--- config.mk ---
export PLATFORM = sky130hd
export DESIGN_NAME = cts_debug_scan
export DESIGN_NICKNAME = d
export VERILOG_FILES = /design/src/cts_pkg.sv /design/src/cts_sync2.sv /design/src/cts_clk_switch.sv /design/src/cts_debug_scan.sv
export SDC_FILE = /design/constraint.sdc
export NUM_CORES = 1
export LEC_CHECK = 0
export ABC_AREA = 1
export ABC_CLOCK_PERIOD_IN_PS = 7450
export BUFFER_PORTS_ARGS = -buffer_cell sky130_fd_sc_hd__buf_4
export CORE_ASPECT_RATIO = 1.25
export CORE_MARGIN = 8
export CORE_UTILIZATION = 40
export CTS_CLUSTER_DIAMETER = 120
export DETAILED_ROUTE_END_ITERATION = 8
export GPL_TIMING_DRIVEN = 0
export PLACE_DENSITY = 0.71
export SYNTH_ARGS = -nofsm -noshare
export SYNTH_HDL_FRONTEND = slang
export SYNTH_SLANG_ARGS = --single-unit
--- constraint.sdc ---
create_clock -name ref_clk -period 7.45 [get_ports ref_clk]
set_clock_uncertainty 0.15 [all_clocks]
set_input_delay 0.745 -clock ref_clk [delete_from_list [all_inputs] [get_ports ref_clk]]
set_output_delay 0.745 -clock ref_clk [all_outputs]
set_load 0.02 [all_outputs]
--- src/cts_pkg.sv ---
// Shared constants and types for the cache tag, coprocessor scan and core clock switch block
`default_nettype none

package cts_pkg;

	// ==========================================================
	// Test access port states
	typedef enum logic [3:0] {
		CTS_TLR = 4'h0,
		CTS_RTI = 4'h1,
		CTS_SDS = 4'h2,
		CTS_CDR = 4'h3,
		CTS_SDR = 4'h4,
		CTS_E1D = 4'h5,
		CTS_PDR = 4'h6,
		CTS_E2D = 4'h7,
		CTS_UDR = 4'h8,
		CTS_SIS = 4'h9,
		CTS_CIR = 4'hA,
		CTS_SIR = 4'hB,
		CTS_E1I = 4'hC,
		CTS_PIR = 4'hD,
		CTS_E2I = 4'hE,
		CTS_UIR = 4'hF
	} cts_tap_t;

	// Which serial register sits between data in and data out
	typedef enum logic [1:0] {
		CTS_P_BYP = 2'h0,
		CTS_P_SEL = 2'h1,
		CTS_P_TAG = 2'h2,
		CTS_P_CP = 2'h3
	} cts_path_t;

	// ==========================================================
	// Instruction codes (arbitrary plain values)
	localparam logic [3:0] CTS_IR_EXTEST = 4'h0;
	localparam logic [3:0] CTS_IR_SCAN_SEL = 4'h2;
	localparam logic [3:0] CTS_IR_RESUME = 4'h4;
	localparam logic [3:0] CTS_IR_INTERNAL_TEST = 4'hC;
	localparam logic [3:0] CTS_IR_BYPASS = 4'hF;
	localparam logic [3:0] CTS_IR_RESET = 4'hF;
	localparam logic [3:0] CTS_IR_CAPTURE = 4'h1;

	// ==========================================================
	// Chain numbers and chain select register
	localparam logic [4:0] CTS_CHAIN_TEST = 5'h00;
	localparam logic [4:0] CTS_CHAIN_DEBUG = 5'h01;
	localparam logic [4:0] CTS_CHAIN_ICACHE = 5'h04;
	localparam logic [4:0] CTS_CHAIN_DCACHE = 5'h05;
	localparam logic [4:0] CTS_CHAIN_CP = 5'h0F;
	localparam logic [4:0] CTS_CHAIN_RESET = 5'h03;
	localparam logic [4:0] CTS_CHAIN_CAPTURE = 5'h10;

	// ==========================================================
	// Serial register lengths and field positions
	localparam int CTS_SEL_LEN = 5;
	localparam int CTS_TAG_LEN = 29;
	localparam int CTS_CP_LEN = 39;
	localparam int CTS_SEG_LSB = 0;
	localparam int CTS_SEG_USED = 2;
	localparam int CTS_IDX_LSB = 22;
	localparam int CTS_IDX_USED = 6;
	localparam int CTS_VALID_BIT = 28;
	localparam int CTS_DIRTY_BIT = 27;
	localparam int CTS_TAG_W = 27;
	localparam int CTS_CP_DIR_BIT = 38;
	localparam int CTS_CP_ADDR_LSB = 32;
	localparam int CTS_CP_ADDR_W = 6;
	localparam int CTS_CP_DATA_W = 32;

	// Synchronised pin vector layout
	localparam int CTS_PIN_W = 5;
	localparam int CTS_PIN_TCK = 0;
	localparam int CTS_PIN_TMS = 1;
	localparam int CTS_PIN_TDI = 2;
	localparam int CTS_PIN_MCLK = 3;
	localparam int CTS_PIN_STALL = 4;

endpackage

`default_nettype wire

--- src/cts_sync2.sv ---
// Two flip-flop synchroniser for pins arriving from outside the reference clock domain
`default_nettype none

module cts_sync2 #(
	parameter int W = 1
) (
	input wire logic ref_clk,
	input wire logic rst,
	input wire logic [W-1:0] async_in,
	output logic [W-1:0] sync_out
);

	typedef struct packed {
		logic [W-1:0] meta;
		logic [W-1:0] stable;
	} cts_sync_st_t;

	cts_sync_st_t s_r;
	cts_sync_st_t s_nxt;

	// The first stage feeds only the second stage
	always_comb begin
		s_nxt = s_r;
		s_nxt.meta = async_in;
		s_nxt.stable = s_r.meta;
	end

	always_ff @(posedge ref_clk or posedge rst) begin
		if (rst) begin
			s_r <= '0;
		end else begin
			s_r <= s_nxt;
		end
	end

	assign sync_out = s_r.stable;

endmodule

`default_nettype wire

--- src/cts_clk_switch.sv ---
// Glitch-free switch of the core clock between memory clock and debug clock
`default_nettype none

module cts_clk_switch (
	input wire logic ref_clk,
	input wire logic rst,
	input wire logic want_debug,
	input wire logic immediate,
	input wire logic mem_lvl,
	input wire logic dbg_lvl,
	output logic sel_debug,
	output logic clk_out
);

	typedef struct packed {
		logic mem_q;
		logic sel;
		logic clk;
	} cts_sw_st_t;

	cts_sw_st_t s_r;
	cts_sw_st_t s_nxt;
	logic mem_fall;

	always_comb begin
		s_nxt = s_r;
		s_nxt.mem_q = mem_lvl;
		mem_fall = s_r.mem_q & ~mem_lvl;
		// Change only with both clocks low so no pulse is cut short
		if ((want_debug != s_r.sel) && !mem_lvl && !dbg_lvl && (mem_fall || immediate)) begin
			s_nxt.sel = want_debug;
		end
		s_nxt.clk = s_nxt.sel ? dbg_lvl : mem_lvl;
	end

	always_ff @(posedge ref_clk or posedge rst) begin
		if (rst) begin
			s_r <= '0;
		end else begin
			s_r <= s_nxt;
		end
	end

	assign sel_debug = s_r.sel;
	assign clk_out = s_r.clk;

endmodule

`default_nettype wire

--- src/cts_debug_scan.sv ---
// Test port scan chains for cache tags and control coprocessor, with core clock selection
`default_nettype none

// Behaviour
// - Address mode: segment from bits 5:0, index from 28:22, bits 21:6 ignored; only segment bits 1:0 are decoded.
// - Index uses bits 27:22 for 64 entries; bit 28 kept zero.
// - Read mode: valid at bit 28, dirty at 27, tag in 26:0.
// - Update loads addressed tag entry into serial register in read format.
// - Chain 4 reaches instruction tags, chain 5 data tags, same formats.
// - Coprocessor chain is 39 bits: direction, 6-bit address, 32-bit value.
// - Capture leaves coprocessor chain unchanged and starts no access.
// - Update reads coprocessor register when bit 38 low, writes when high.
// - Outside debug, except under chain 0 internal test, core uses memory clock; debug clock held low.
// - In debug core uses debug clock paced by port; selected clock output.
// - Memory stall input ignored while core runs from debug clock.
// - Acknowledge raised in memory clock high phase; switch at next falling edge.
// - With resume loaded, entering run-test/idle returns core to memory clock.
// - Chain 0 internal test, or chain 1 internal test in debug, pulses debug clock in run-test/idle; none otherwise.
// - Chain select update chooses the active chain for later data scans.
module cts_debug_scan (
	input wire logic ref_clk,
	input wire logic rst,
	input wire logic tck,
	input wire logic tms,
	input wire logic tdi,
	input wire logic memory_clock,
	input wire logic memory_stall_n,
	input wire logic debug_entry_req,
	input wire logic tag_rd_ack,
	input wire logic tag_rd_valid,
	input wire logic tag_rd_dirty,
	input wire logic [cts_pkg::CTS_TAG_W-1:0] tag_rd_tag,
	input wire logic cp_ack,
	input wire logic [cts_pkg::CTS_CP_DATA_W-1:0] cp_rdata,
	output logic tdo,
	output logic tdo_en,
	output logic debug_acknowledge,
	output logic debug_core_clock,
	output logic selected_clock_out,
	output logic core_on_debug_clock,
	output logic core_stall_n,
	output logic [4:0] active_chain,
	output logic tag_rd_req,
	output logic tag_rd_dcache,
	output logic [cts_pkg::CTS_SEG_USED-1:0] tag_rd_segment,
	output logic [cts_pkg::CTS_IDX_USED-1:0] tag_rd_index,
	output logic cp_req,
	output logic cp_write,
	output logic [cts_pkg::CTS_CP_ADDR_W-1:0] cp_addr,
	output logic [cts_pkg::CTS_CP_DATA_W-1:0] cp_wdata
);

	// ==========================================================
	// State
	typedef struct packed {
		cts_pkg::cts_tap_t tap;
		logic [3:0] ir;
		logic [3:0] ir_sh;
		logic [4:0] chain;
		logic [cts_pkg::CTS_CP_LEN-1:0] dr;
		logic tck_q;
		logic tdo;
		logic tdo_en;
		logic dbg_ack;
		logic dbg_clk;
		logic stall_n;
		logic tag_req;
		logic tag_dc;
		logic [cts_pkg::CTS_SEG_USED-1:0] tag_seg;
		logic [cts_pkg::CTS_IDX_USED-1:0] tag_idx;
		logic cp_req;
		logic cp_wr;
		logic [cts_pkg::CTS_CP_ADDR_W-1:0] cp_addr;
		logic [cts_pkg::CTS_CP_DATA_W-1:0] cp_wdata;
	} cts_main_st_t;

	localparam cts_main_st_t CTS_MAIN_RESET = '{
		tap: cts_pkg::CTS_TLR,
		ir: cts_pkg::CTS_IR_RESET,
		ir_sh: 4'h0,
		chain: cts_pkg::CTS_CHAIN_RESET,
		dr: '0,
		tck_q: 1'b0,
		tdo: 1'b0,
		tdo_en: 1'b0,
		dbg_ack: 1'b0,
		dbg_clk: 1'b0,
		stall_n: 1'b1,
		tag_req: 1'b0,
		tag_dc: 1'b0,
		tag_seg: '0,
		tag_idx: '0,
		cp_req: 1'b0,
		cp_wr: 1'b0,
		cp_addr: '0,
		cp_wdata: '0
	};

	cts_main_st_t s_r;
	cts_main_st_t s_nxt;

	logic [cts_pkg::CTS_PIN_W-1:0] pins_s;
	logic tck_s;
	logic tms_s;
	logic tdi_s;
	logic mclk_s;
	logic stall_s;
	logic sel_debug;
	logic want_debug;
	logic test_mode;
	logic tck_rise;
	logic tck_fall;
	cts_pkg::cts_path_t path;
	cts_pkg::cts_tap_t tap_after;
	logic debug_core_clock_chain;

	// ==========================================================
	// Decoding helpers
	function automatic cts_pkg::cts_tap_t tap_next(input cts_pkg::cts_tap_t st, input logic m);
		cts_pkg::cts_tap_t r;
		r = st;
		unique case (st)
			cts_pkg::CTS_TLR: r = m ? cts_pkg::CTS_TLR : cts_pkg::CTS_RTI;
			cts_pkg::CTS_RTI: r = m ? cts_pkg::CTS_SDS : cts_pkg::CTS_RTI;
			cts_pkg::CTS_SDS: r = m ? cts_pkg::CTS_SIS : cts_pkg::CTS_CDR;
			cts_pkg::CTS_CDR: r = m ? cts_pkg::CTS_E1D : cts_pkg::CTS_SDR;
			cts_pkg::CTS_SDR: r = m ? cts_pkg::CTS_E1D : cts_pkg::CTS_SDR;
			cts_pkg::CTS_E1D: r = m ? cts_pkg::CTS_UDR : cts_pkg::CTS_PDR;
			cts_pkg::CTS_PDR: r = m ? cts_pkg::CTS_E2D : cts_pkg::CTS_PDR;
			cts_pkg::CTS_E2D: r = m ? cts_pkg::CTS_UDR : cts_pkg::CTS_SDR;
			cts_pkg::CTS_UDR: r = m ? cts_pkg::CTS_SDS : cts_pkg::CTS_RTI;
			cts_pkg::CTS_SIS: r = m ? cts_pkg::CTS_TLR : cts_pkg::CTS_CIR;
			cts_pkg::CTS_CIR: r = m ? cts_pkg::CTS_E1I : cts_pkg::CTS_SIR;
			cts_pkg::CTS_SIR: r = m ? cts_pkg::CTS_E1I : cts_pkg::CTS_SIR;
			cts_pkg::CTS_E1I: r = m ? cts_pkg::CTS_UIR : cts_pkg::CTS_PIR;
			cts_pkg::CTS_PIR: r = m ? cts_pkg::CTS_E2I : cts_pkg::CTS_PIR;
			cts_pkg::CTS_E2I: r = m ? cts_pkg::CTS_UIR : cts_pkg::CTS_SIR;
			cts_pkg::CTS_UIR: r = m ? cts_pkg::CTS_SDS : cts_pkg::CTS_RTI;
		endcase
		return r;
	endfunction

	// Chain path only opens under internal test; unlisted chains fall back to bypass
	function automatic cts_pkg::cts_path_t path_of(input logic [3:0] ir, input logic [4:0] chain);
		cts_pkg::cts_path_t p;
		p = cts_pkg::CTS_P_BYP;
		if (ir == cts_pkg::CTS_IR_SCAN_SEL) begin
			p = cts_pkg::CTS_P_SEL;
		end else if (ir == cts_pkg::CTS_IR_INTERNAL_TEST) begin
			if (chain == cts_pkg::CTS_CHAIN_ICACHE || chain == cts_pkg::CTS_CHAIN_DCACHE) begin
				p = cts_pkg::CTS_P_TAG;
			end else if (chain == cts_pkg::CTS_CHAIN_CP) begin
				p = cts_pkg::CTS_P_CP;
			end
		end
		return p;
	endfunction

	// Shift toward bit 0, data in enters at the top bit of the selected length
	function automatic logic [cts_pkg::CTS_CP_LEN-1:0] dr_shift(
		input logic [cts_pkg::CTS_CP_LEN-1:0] dr,
		input logic din,
		input cts_pkg::cts_path_t p
	);
		logic [cts_pkg::CTS_CP_LEN-1:0] r;
		r = dr >> 1;
		unique case (p)
			cts_pkg::CTS_P_BYP: r[0] = din;
			cts_pkg::CTS_P_SEL: r[cts_pkg::CTS_SEL_LEN-1] = din;
			cts_pkg::CTS_P_TAG: r[cts_pkg::CTS_TAG_LEN-1] = din;
			cts_pkg::CTS_P_CP: r[cts_pkg::CTS_CP_LEN-1] = din;
		endcase
		return r;
	endfunction

	// ==========================================================
	// Pin synchronisation and clock switch
	// All pins pass the same two flops, so they keep their timing relative to each other
	cts_sync2 #(
		.W(cts_pkg::CTS_PIN_W)
	) u_sync (
		.ref_clk(ref_clk),
		.rst(rst),
		.async_in({memory_stall_n, memory_clock, tdi, tms, tck}),
		.sync_out(pins_s)
	);

	assign tck_s = pins_s[cts_pkg::CTS_PIN_TCK];
	assign tms_s = pins_s[cts_pkg::CTS_PIN_TMS];
	assign tdi_s = pins_s[cts_pkg::CTS_PIN_TDI];
	assign mclk_s = pins_s[cts_pkg::CTS_PIN_MCLK];
	assign stall_s = pins_s[cts_pkg::CTS_PIN_STALL];

	// Serial test holds the memory clock low, so no falling edge will come
	assign test_mode = (s_r.ir == cts_pkg::CTS_IR_INTERNAL_TEST) && (s_r.chain == cts_pkg::CTS_CHAIN_TEST);
	assign want_debug = s_r.dbg_ack | test_mode;

	// Debug clock may run under internal test on chain 0, or on chain 1 while in debug
	assign debug_core_clock_chain = (s_r.ir == cts_pkg::CTS_IR_INTERNAL_TEST) &&
		(s_r.chain == cts_pkg::CTS_CHAIN_TEST || (s_r.dbg_ack && s_r.chain == cts_pkg::CTS_CHAIN_DEBUG));

	// The switch sees the next debug level, so it never lands on the edge that starts a pulse
	cts_clk_switch u_switch (
		.ref_clk(ref_clk),
		.rst(rst),
		.want_debug(want_debug),
		.immediate(test_mode),
		.mem_lvl(mclk_s),
		.dbg_lvl(s_nxt.dbg_clk),
		.sel_debug(sel_debug),
		.clk_out(selected_clock_out)
	);

	// ==========================================================
	// Next state
	always_comb begin
		s_nxt = s_r;
		s_nxt.tck_q = tck_s;
		tck_rise = tck_s & ~s_r.tck_q;
		tck_fall = ~tck_s & s_r.tck_q;
		path = path_of(s_r.ir, s_r.chain);
		tap_after = tap_next(s_r.tap, tms_s);

		// Side accesses end when the far logic answers
		// A new update overwrites an access still in flight, so the debugger must wait it out
		if (s_r.tag_req && tag_rd_ack) begin
			s_nxt.tag_req = 1'b0;
			s_nxt.dr[cts_pkg::CTS_VALID_BIT] = tag_rd_valid;
			s_nxt.dr[cts_pkg::CTS_DIRTY_BIT] = tag_rd_dirty;
			s_nxt.dr[cts_pkg::CTS_TAG_W-1:0] = tag_rd_tag;
		end
		if (s_r.cp_req && cp_ack) begin
			s_nxt.cp_req = 1'b0;
			if (!s_r.cp_wr) begin
				s_nxt.dr[cts_pkg::CTS_CP_DATA_W-1:0] = cp_rdata;
			end
		end

		if (tck_rise) begin
			s_nxt.tap = tap_after;
			if (s_r.tap == cts_pkg::CTS_TLR) begin
				s_nxt.ir = cts_pkg::CTS_IR_RESET;
			end else if (s_r.tap == cts_pkg::CTS_CDR) begin
				// Tag and coprocessor paths keep their contents here
				if (path == cts_pkg::CTS_P_SEL) begin
					s_nxt.dr[cts_pkg::CTS_SEL_LEN-1:0] = cts_pkg::CTS_CHAIN_CAPTURE;
				end else if (path == cts_pkg::CTS_P_BYP) begin
					s_nxt.dr[0] = 1'b0;
				end
			end else if (s_r.tap == cts_pkg::CTS_SDR) begin
				s_nxt.dr = dr_shift(s_r.dr, tdi_s, path);
			end else if (s_r.tap == cts_pkg::CTS_UDR) begin
				if (path == cts_pkg::CTS_P_SEL) begin
					s_nxt.chain = s_r.dr[cts_pkg::CTS_SEL_LEN-1:0];
				end else if (path == cts_pkg::CTS_P_TAG) begin
					// Bits 21:6, segment bits above 1 and index bit 28 are not decoded
					s_nxt.tag_req = 1'b1;
					s_nxt.tag_dc = (s_r.chain == cts_pkg::CTS_CHAIN_DCACHE);
					s_nxt.tag_seg = s_r.dr[cts_pkg::CTS_SEG_LSB +: cts_pkg::CTS_SEG_USED];
					s_nxt.tag_idx = s_r.dr[cts_pkg::CTS_IDX_LSB +: cts_pkg::CTS_IDX_USED];
				end else if (path == cts_pkg::CTS_P_CP) begin
					s_nxt.cp_req = 1'b1;
					s_nxt.cp_wr = s_r.dr[cts_pkg::CTS_CP_DIR_BIT];
					s_nxt.cp_addr = s_r.dr[cts_pkg::CTS_CP_ADDR_LSB +: cts_pkg::CTS_CP_ADDR_W];
					s_nxt.cp_wdata = s_r.dr[cts_pkg::CTS_CP_DATA_W-1:0];
				end
			end else if (s_r.tap == cts_pkg::CTS_CIR) begin
				s_nxt.ir_sh = cts_pkg::CTS_IR_CAPTURE;
			end else if (s_r.tap == cts_pkg::CTS_SIR) begin
				s_nxt.ir_sh = {tdi_s, s_r.ir_sh[3:1]};
			end else if (s_r.tap == cts_pkg::CTS_UIR) begin
				s_nxt.ir = s_r.ir_sh;
			end
		end

		// Data out changes on the falling test clock edge
		if (tck_fall) begin
			s_nxt.tdo_en = (s_r.tap == cts_pkg::CTS_SDR) || (s_r.tap == cts_pkg::CTS_SIR);
			s_nxt.tdo = (s_r.tap == cts_pkg::CTS_SIR) ? s_r.ir_sh[0] : s_r.dr[0];
		end

		// ==========================================================
		// Debug entry and exit
		// Resume may be loaded by the very rise that enters run-test/idle, so look at the new value
		if (tck_rise && s_r.dbg_ack && s_nxt.ir == cts_pkg::CTS_IR_RESUME && tap_after == cts_pkg::CTS_RTI) begin
			s_nxt.dbg_ack = 1'b0;
		end else if (debug_entry_req && !s_r.dbg_ack && mclk_s) begin
			s_nxt.dbg_ack = 1'b1;
		end

		// A debug pulse starts only on a rise that stays in run-test/idle and lasts the whole
		// high phase, so entering or leaving that state yields no runt pulse; extest never pulses it
		if (debug_core_clock_chain && s_r.tap == cts_pkg::CTS_RTI && tck_rise && tap_after == cts_pkg::CTS_RTI) begin
			s_nxt.dbg_clk = 1'b1;
		end else if (debug_core_clock_chain && s_r.dbg_clk && tck_s) begin
			s_nxt.dbg_clk = 1'b1;
		end else begin
			s_nxt.dbg_clk = 1'b0;
		end

		// Memory waits mean nothing to a core stepped from the test port
		s_nxt.stall_n = sel_debug ? 1'b1 : stall_s;
	end

	always_ff @(posedge ref_clk or posedge rst) begin
		if (rst) begin
			s_r <= CTS_MAIN_RESET;
		end else begin
			s_r <= s_nxt;
		end
	end

	// ==========================================================
	// Outputs
	// Every output is a register, either here or inside the clock switch
	assign tdo = s_r.tdo;
	assign tdo_en = s_r.tdo_en;
	assign debug_acknowledge = s_r.dbg_ack;
	assign debug_core_clock = s_r.dbg_clk;
	assign core_on_debug_clock = sel_debug;
	assign core_stall_n = s_r.stall_n;
	assign active_chain = s_r.chain;
	assign tag_rd_req = s_r.tag_req;
	assign tag_rd_dcache = s_r.tag_dc;
	assign tag_rd_segment = s_r.tag_seg;
	assign tag_rd_index = s_r.tag_idx;
	assign cp_req = s_r.cp_req;
	assign cp_write = s_r.cp_wr;
	assign cp_addr = s_r.cp_addr;
	assign cp_wdata = s_r.cp_wdata;

endmodule

`default_nettype wire

**After elaboration in Yosys (flattened, before gate mapping)**

Index checks and enable logic that the tools add are counted.

- Word-level logic and storage cells: 164
- Input bits: 71
- Flip-flop bits (word level): 125
- Output and inout port bits: 62

- Bitwise logic cells: 13
- Equal/unequal tests: 27
- Multiplexer cells: 61
- Reductions and logical operators: 38

Operator list:

| operator | count |
|---|---|
| 2-to-1 mux 50 bit | 6 |
| 2-to-1 mux 40 bit | 2 |
| 2-to-1 mux 32 bit | 2 |
| 2-to-1 mux 52 bit | 1 |
| 2-to-1 mux 48 bit | 1 |
| one-hot mux 4 bit (12 select lines) | 1 |
| 2-to-1 mux 47 bit | 1 |
| 2-to-1 mux 4 bit | 11 |
| 2-to-1 mux 39 bit | 1 |
| equality test 4 bit (second input constant) | 9 |
| 2-to-1 mux 29 bit | 1 |
| equality test 4 x 3 -> 1 bit (second input constant) | 5 |
| 2-to-1 mux 1 bit | 19 |
| logical AND 1 bit | 18 |
| 2-to-1 mux 5 bit | 3 |
| 2-to-1 mux 2 bit | 7 |
| 2-to-1 mux 13 bit | 1 |
| equality test 4 x 2 -> 1 bit (second input constant) | 3 |
| AND reduction 6 bit | 2 |
| equality test 5 x 3 -> 1 bit (second input constant) | 2 |
| 2-to-1 mux 10 bit | 1 |
| NOT 1 bit | 9 |
| equality test 4 x 1 -> 1 bit (second input constant) | 2 |
| 2-to-1 mux 8 bit | 1 |
| 19 further kinds | 30 |

**Logic depth before layout (Yosys ltp)**

- Depth after elaboration: 16
- Depth in mapped cells: 13
- Mapped depth without buffers: 12

**By module**

A second synthesis with hierarchy kept.

- Cells, all modules: 728
- Area total of the unflattened synthesis: 6,277.3 um^2

By module, submodules not included:

| module | area an instance (um^2) | instances | seq. area each (um^2) | cells an instance |
|---|---|---|---|---|
| cts_debug_scan | 5,895.7 | 1 | 2,811.4 | 702 |
| cts_sync2 | 254.0 | 1 | 250.2 | 11 |
| cts_clk_switch | 127.6 | 1 | 75.1 | 15 |

**Worst setup path after synthesis**

No wires, ideal clock.

- Path type: reg2reg
- Start point: register s_r (netlist bit active_chain[0])
- End point: register s_r (netlist bit cp_addr[0])
- Data required time: 7.175 ns
- Setup slack: 5.234 ns
- Library setup time: 0.125 ns
- Cell stages (with the launch flop): 9
- Data arrival time: 1.941 ns
- Buffers on the path: 1
- Period minus slack after synthesis: 2.216 ns
- Cell sequence: dfstp_2 > nand4_1 > nor2_1 > o21ai_0 > ha_1 > nand2_4 > nor2_8 > buf_8 > mux2_4

- Cells in the longest elaborated chain, start to end: 8
- Elaborated cells on any way between the ends: 14
- Classes of those cells: eq/ne: 6; mux: 4; bitwise: 2; reduce/logical: 2

Ends and longest elaborated chain:

| element | line | text |
|---|---|---|
| from (decl) | cts_debug_scan.sv:99 | `cts_main_st_t s_r;` |
| from (signal assigned) | cts_debug_scan.sv:309 | `s_r <= s_nxt;` |
| equality test 5 x 4 -> 1 bit / equality test 5 x 3 -> 1 bit (equally long branches) | cts_debug_scan.sv:152, cts_debug_scan.sv:150 |  |
| 2-to-1 mux 2 bit / logical OR 1 bit (equally long branches) | cts_debug_scan.sv:152, cts_debug_scan.sv:150 |  |
| 2-to-1 mux 2 bit * | cts_debug_scan.sv:150 | `if (chain == cts_pkg::CTS_CHAIN_ICACHE \|\| chain == cts_pkg::CTS_CHAIN_DCACHE) begin` |
| 2-to-1 mux 2 bit * | cts_debug_scan.sv:149 | `end else if (ir == cts_pkg::CTS_IR_INTERNAL_TEST) begin` |
| 2-to-1 mux 2 bit * | cts_debug_scan.sv:147 | `if (ir == cts_pkg::CTS_IR_SCAN_SEL) begin` |
| equality test 2 bit / equality test 2 x 1 -> 1 bit (equally long branches) | cts_debug_scan.sv:255, cts_debug_scan.sv:253 |  |
| NOT 1 bit (no line) | -- |  |
| AND reduction 8 bit (no line) * | -- |  |

Mark *: on every way between the ends. The rest lies on a longest branch, timed or not.
A chain may end at the register's enable or synchronous reset.

**Final worst setup path**

- Start point: register s_r (netlist bit active_chain[0])
- End point: register s_r (netlist bit tag_rd_dcache)

- Cells in the longest elaborated chain, start to end: 8
- Elaborated cells on any way between the ends: 12
- Classes of those cells: eq/ne: 5; mux: 4; bitwise: 1; reduce/logical: 2

Ends and longest elaborated chain:

| element | line | text |
|---|---|---|
| equality test 5 x 4 -> 1 bit (tied with other cells) | cts_debug_scan.sv:152 | `end else if (chain == cts_pkg::CTS_CHAIN_CP) begin` |
| 2-to-1 mux 2 bit / logical OR 1 bit (equally long branches) | cts_debug_scan.sv:152, cts_debug_scan.sv:150 |  |
| 2-to-1 mux 2 bit | cts_debug_scan.sv:150 |  |
| 2-to-1 mux 2 bit | cts_debug_scan.sv:149 |  |
| 2-to-1 mux 2 bit | cts_debug_scan.sv:147 |  |
| equality test 2 x 1 -> 1 bit | cts_debug_scan.sv:253 | `if (path == cts_pkg::CTS_P_SEL) begin` |
| NOT 1 bit (no line) | -- |  |
| AND reduction 7 bit (no line) | -- |  |

Parallel ways exist; a longest one is shown, timed or not.

==> run metrics <==
status finished clean; Post-CTS Setup Bufs 0; synth warn 0; Final Setup Violations 0; core area 0.0155 mm2; Syn Area/Cell 9.08 um2; Clk pin slew, worst setup/hold paths 0.05 ns; # IOs 133; post-route minimum period 2.54 ns; GPL Wtd Cong 0.922; gr ovfl total 0; number of CTS-inserted buffers 17; 1st-pass router iterations 5; Crit Path Max Fanout 10; Reg-to-Reg End tag_rd_dcache; dpl ws 4.92 ns; Rows 51; largest net degree at the start of global routing 98; final worst slack 4.91 ns; Area contributors post-synth dfrtp_1, nand2_1, buf_4, o21ai_0, nand3_1; Clock Tree Root clkbuf_16; I/O Buffers 131; setup TNS 0 ns; DRT Wirelength 17,600 um; CTS HTree Levels 4; Final #Nets 921; vias in the first global route 5,382; global-route wire length before repair 28,000 um; leak pwr 0.00424 uW; Post-Syn Area 0.00631 mm2; startpoint types flip-flop; area leader, netlist dfrtp_1; fin. max-slew vios 0; Finished Cell Area 0.00826 mm2; Die Height 156 um; sequential area share after synthesis 49.7%; hold_buf cts 0; unrepaired setup endpoints after global routing no; clock sink count 125; Initial Util 40.7%; drt wl/cell 16.5 um; cells after synthesis 695; fill count 1,467; proportion of layout cells with a drive suffix above 1 34.1%; GRT Resource Usage Total 18.1%; DRC violations left 0; Detail Route Antenna Nets 0; worst skew pair latency 0.41 ns; HP Class input port to async pin; critical path arrival 2.69 ns; post-DP HPWL 13,400 um; reg2reg setup slack 4.91 ns; worst reg-to-reg path cell count 11; post_cts resized 0; worst vdd ir 0.161 mV; Tcrit/Tclk final 34.0%; critical path capture point type flip-flop; CTS tree yes; Crit path required time 7.60 ns; synth unique cells 38; Syn Nets 770; Max-Cap Viols 0; relative slew slack 61.4%; area grow syn2layout 30.9%; die area 0.0201 mm2; Achievable Freq 394 MHz; kind of critical path flip-flop to flip-flop; final core area utilization 53.2%; post-synth top area share 46.8%; die width 128 um; vias per cell 4.91; pwr dens 275 mW/mm2; Reg area 0.00314 mm2; worst-margin pin slew 0.579 ns; Worst Setup SP active_chain[0]; worst reg2reg startpoint active_chain[0]; placed cell area 0.00759 mm2; register bit total from synthesis 125; area of the multi-input gates 0.00240 mm2; antenna violations before repair 0; DR iter-0 viols 359; Ant. Diodes 0; via count 5,258; Final Hold Vio Count 0; crit path to tag_rd_dcache; Max Root-Sink Buffers 2
-- through the flow --
step	power (uW)	hold WS, ns	std cells
3_3_place_gp	1350	0.182	1038
2_1_floorplan	1200	0.181	695
6_report	2270	0.136	1071
4_1_cts	2290	0.131	1071
3_5_place_dp	1360	0.186	1039
5_1_grt	2410	0.147	1071
-- cell families after synthesis --
family | count (synthesis) | synth area share, %
fa+ha+maj | 4 | 0.794
simple gates | 273 | 19.8
flops | 125 | 49.7
compound gates | 130 | 11.7
buf+inv | 138 | 12.3
mux | 25 | 5.71
-- cells in the mapped netlist, drive strengths merged --
cell    instances
a21oi          22
a31oi           6
buf            66
clkbuf         15
clkinv          1
dfrtp         118
dfstp           7
ha              4
inv            56
mux2           25
nand2         133
nand3          67
nand3b          2
nand4           5
nor2           57
nor3            7
o211ai          8
o21ai          83
o21bai          2
o221ai          1
o22ai           2
o31ai           2
o32ai           4
or2             2
-- placed cells by master (no fill, tap or decap), types with 5 or more instances in the layout --
master / instances
a21oi_1: 22
a31oi_1: 6
buf_2: 8
buf_4: 184
bufinv_16: 5
clkbuf_1: 16
clkbuf_16: 17
dfrtp_1: 118
dfstp_2: 7
inv_1: 51
mux2_4: 21
nand2_1: 126
nand2_4: 5
nand3_1: 67
nor2_1: 50
nor3_1: 6
o211ai_1: 8
o21ai_0: 73
o21ai_2: 8
-- flip-flops by register name, summed over array words and instances, names as in the netlist, 2 cells and up, named ones only --
register / flops
active_chain: 5
cp_addr: 6
cp_wdata: 32
s_r: 52
tag_rd_index: 6
tag_rd_segment: 2
u_sync.s_nxt: 5
u_sync.sync_out: 5
-- worst min path at each step --
stage	from	to	slack (ns)	depth (start not counted)
2_1_floorplan	u_sync.s_nxt[0]	u_sync.sync_out[0]	0.18	0
3_3_place_gp	u_sync.s_nxt[4]	u_sync.sync_out[4]	0.18	0
3_5_place_dp	u_sync.s_nxt[4]	u_sync.sync_out[4]	0.19	0
4_1_cts	rst	u_sync.s_nxt[1]	0.13	2
5_1_grt	rst	u_sync.s_nxt[1]	0.15	2
6_report	rst	u_sync.s_nxt[1]	0.14	2
-- routing by layer --
metal | part of all wire [%] | wire [um] | track usage [%]
met5 | 0 | 0 | 0
met4 | 1.1 | 187 | 5.05
met3 | 7.7 | 1360 | 5.18
met2 | 50 | 8790 | 31.0
met1 | 41 | 7290 | 21.5
-- worst max-delay path: stages, from the launching register on --
cell and delay [ns]:
dfstp_2 0.59, nand4_1 0.10, nor2_1 0.12, o21ai_0 0.21, ha_1 0.33, inv_1 0.12, nand2_1 0.10, nor3_2 0.27
inv_2 0.16, buf_6 0.18, nand2_1 0.06, nand2_1 0.05
-- final cells by class --
class | count | share of cell area, %
multi-input cells | 432 | 29.0
well taps | 212 | 3.21
clock inverters | 10 | 2.23
flip-flops and latches | 125 | 38.0
plain buffers | 81 | 6.76
repair buffers | 132 | 12.2
clock buffers | 22 | 5.86
inverters | 57 | 2.67
-- power by group --
| group | switching, uW | leakage, uW | internal (uW) | total [uW] |
|---|---|---|---|---|
| Sequential | 88.2 | 0.00160 | 790 | 879 |
| Combinational | 295 | 0.00232 | 177 | 472 |
| Clock | 295 | 0.000322 | 628 | 924 |
| Total | 679 | 0.00424 | 1600 | 2270 |
No activity file was read; power rests on OpenSTA's default activity.
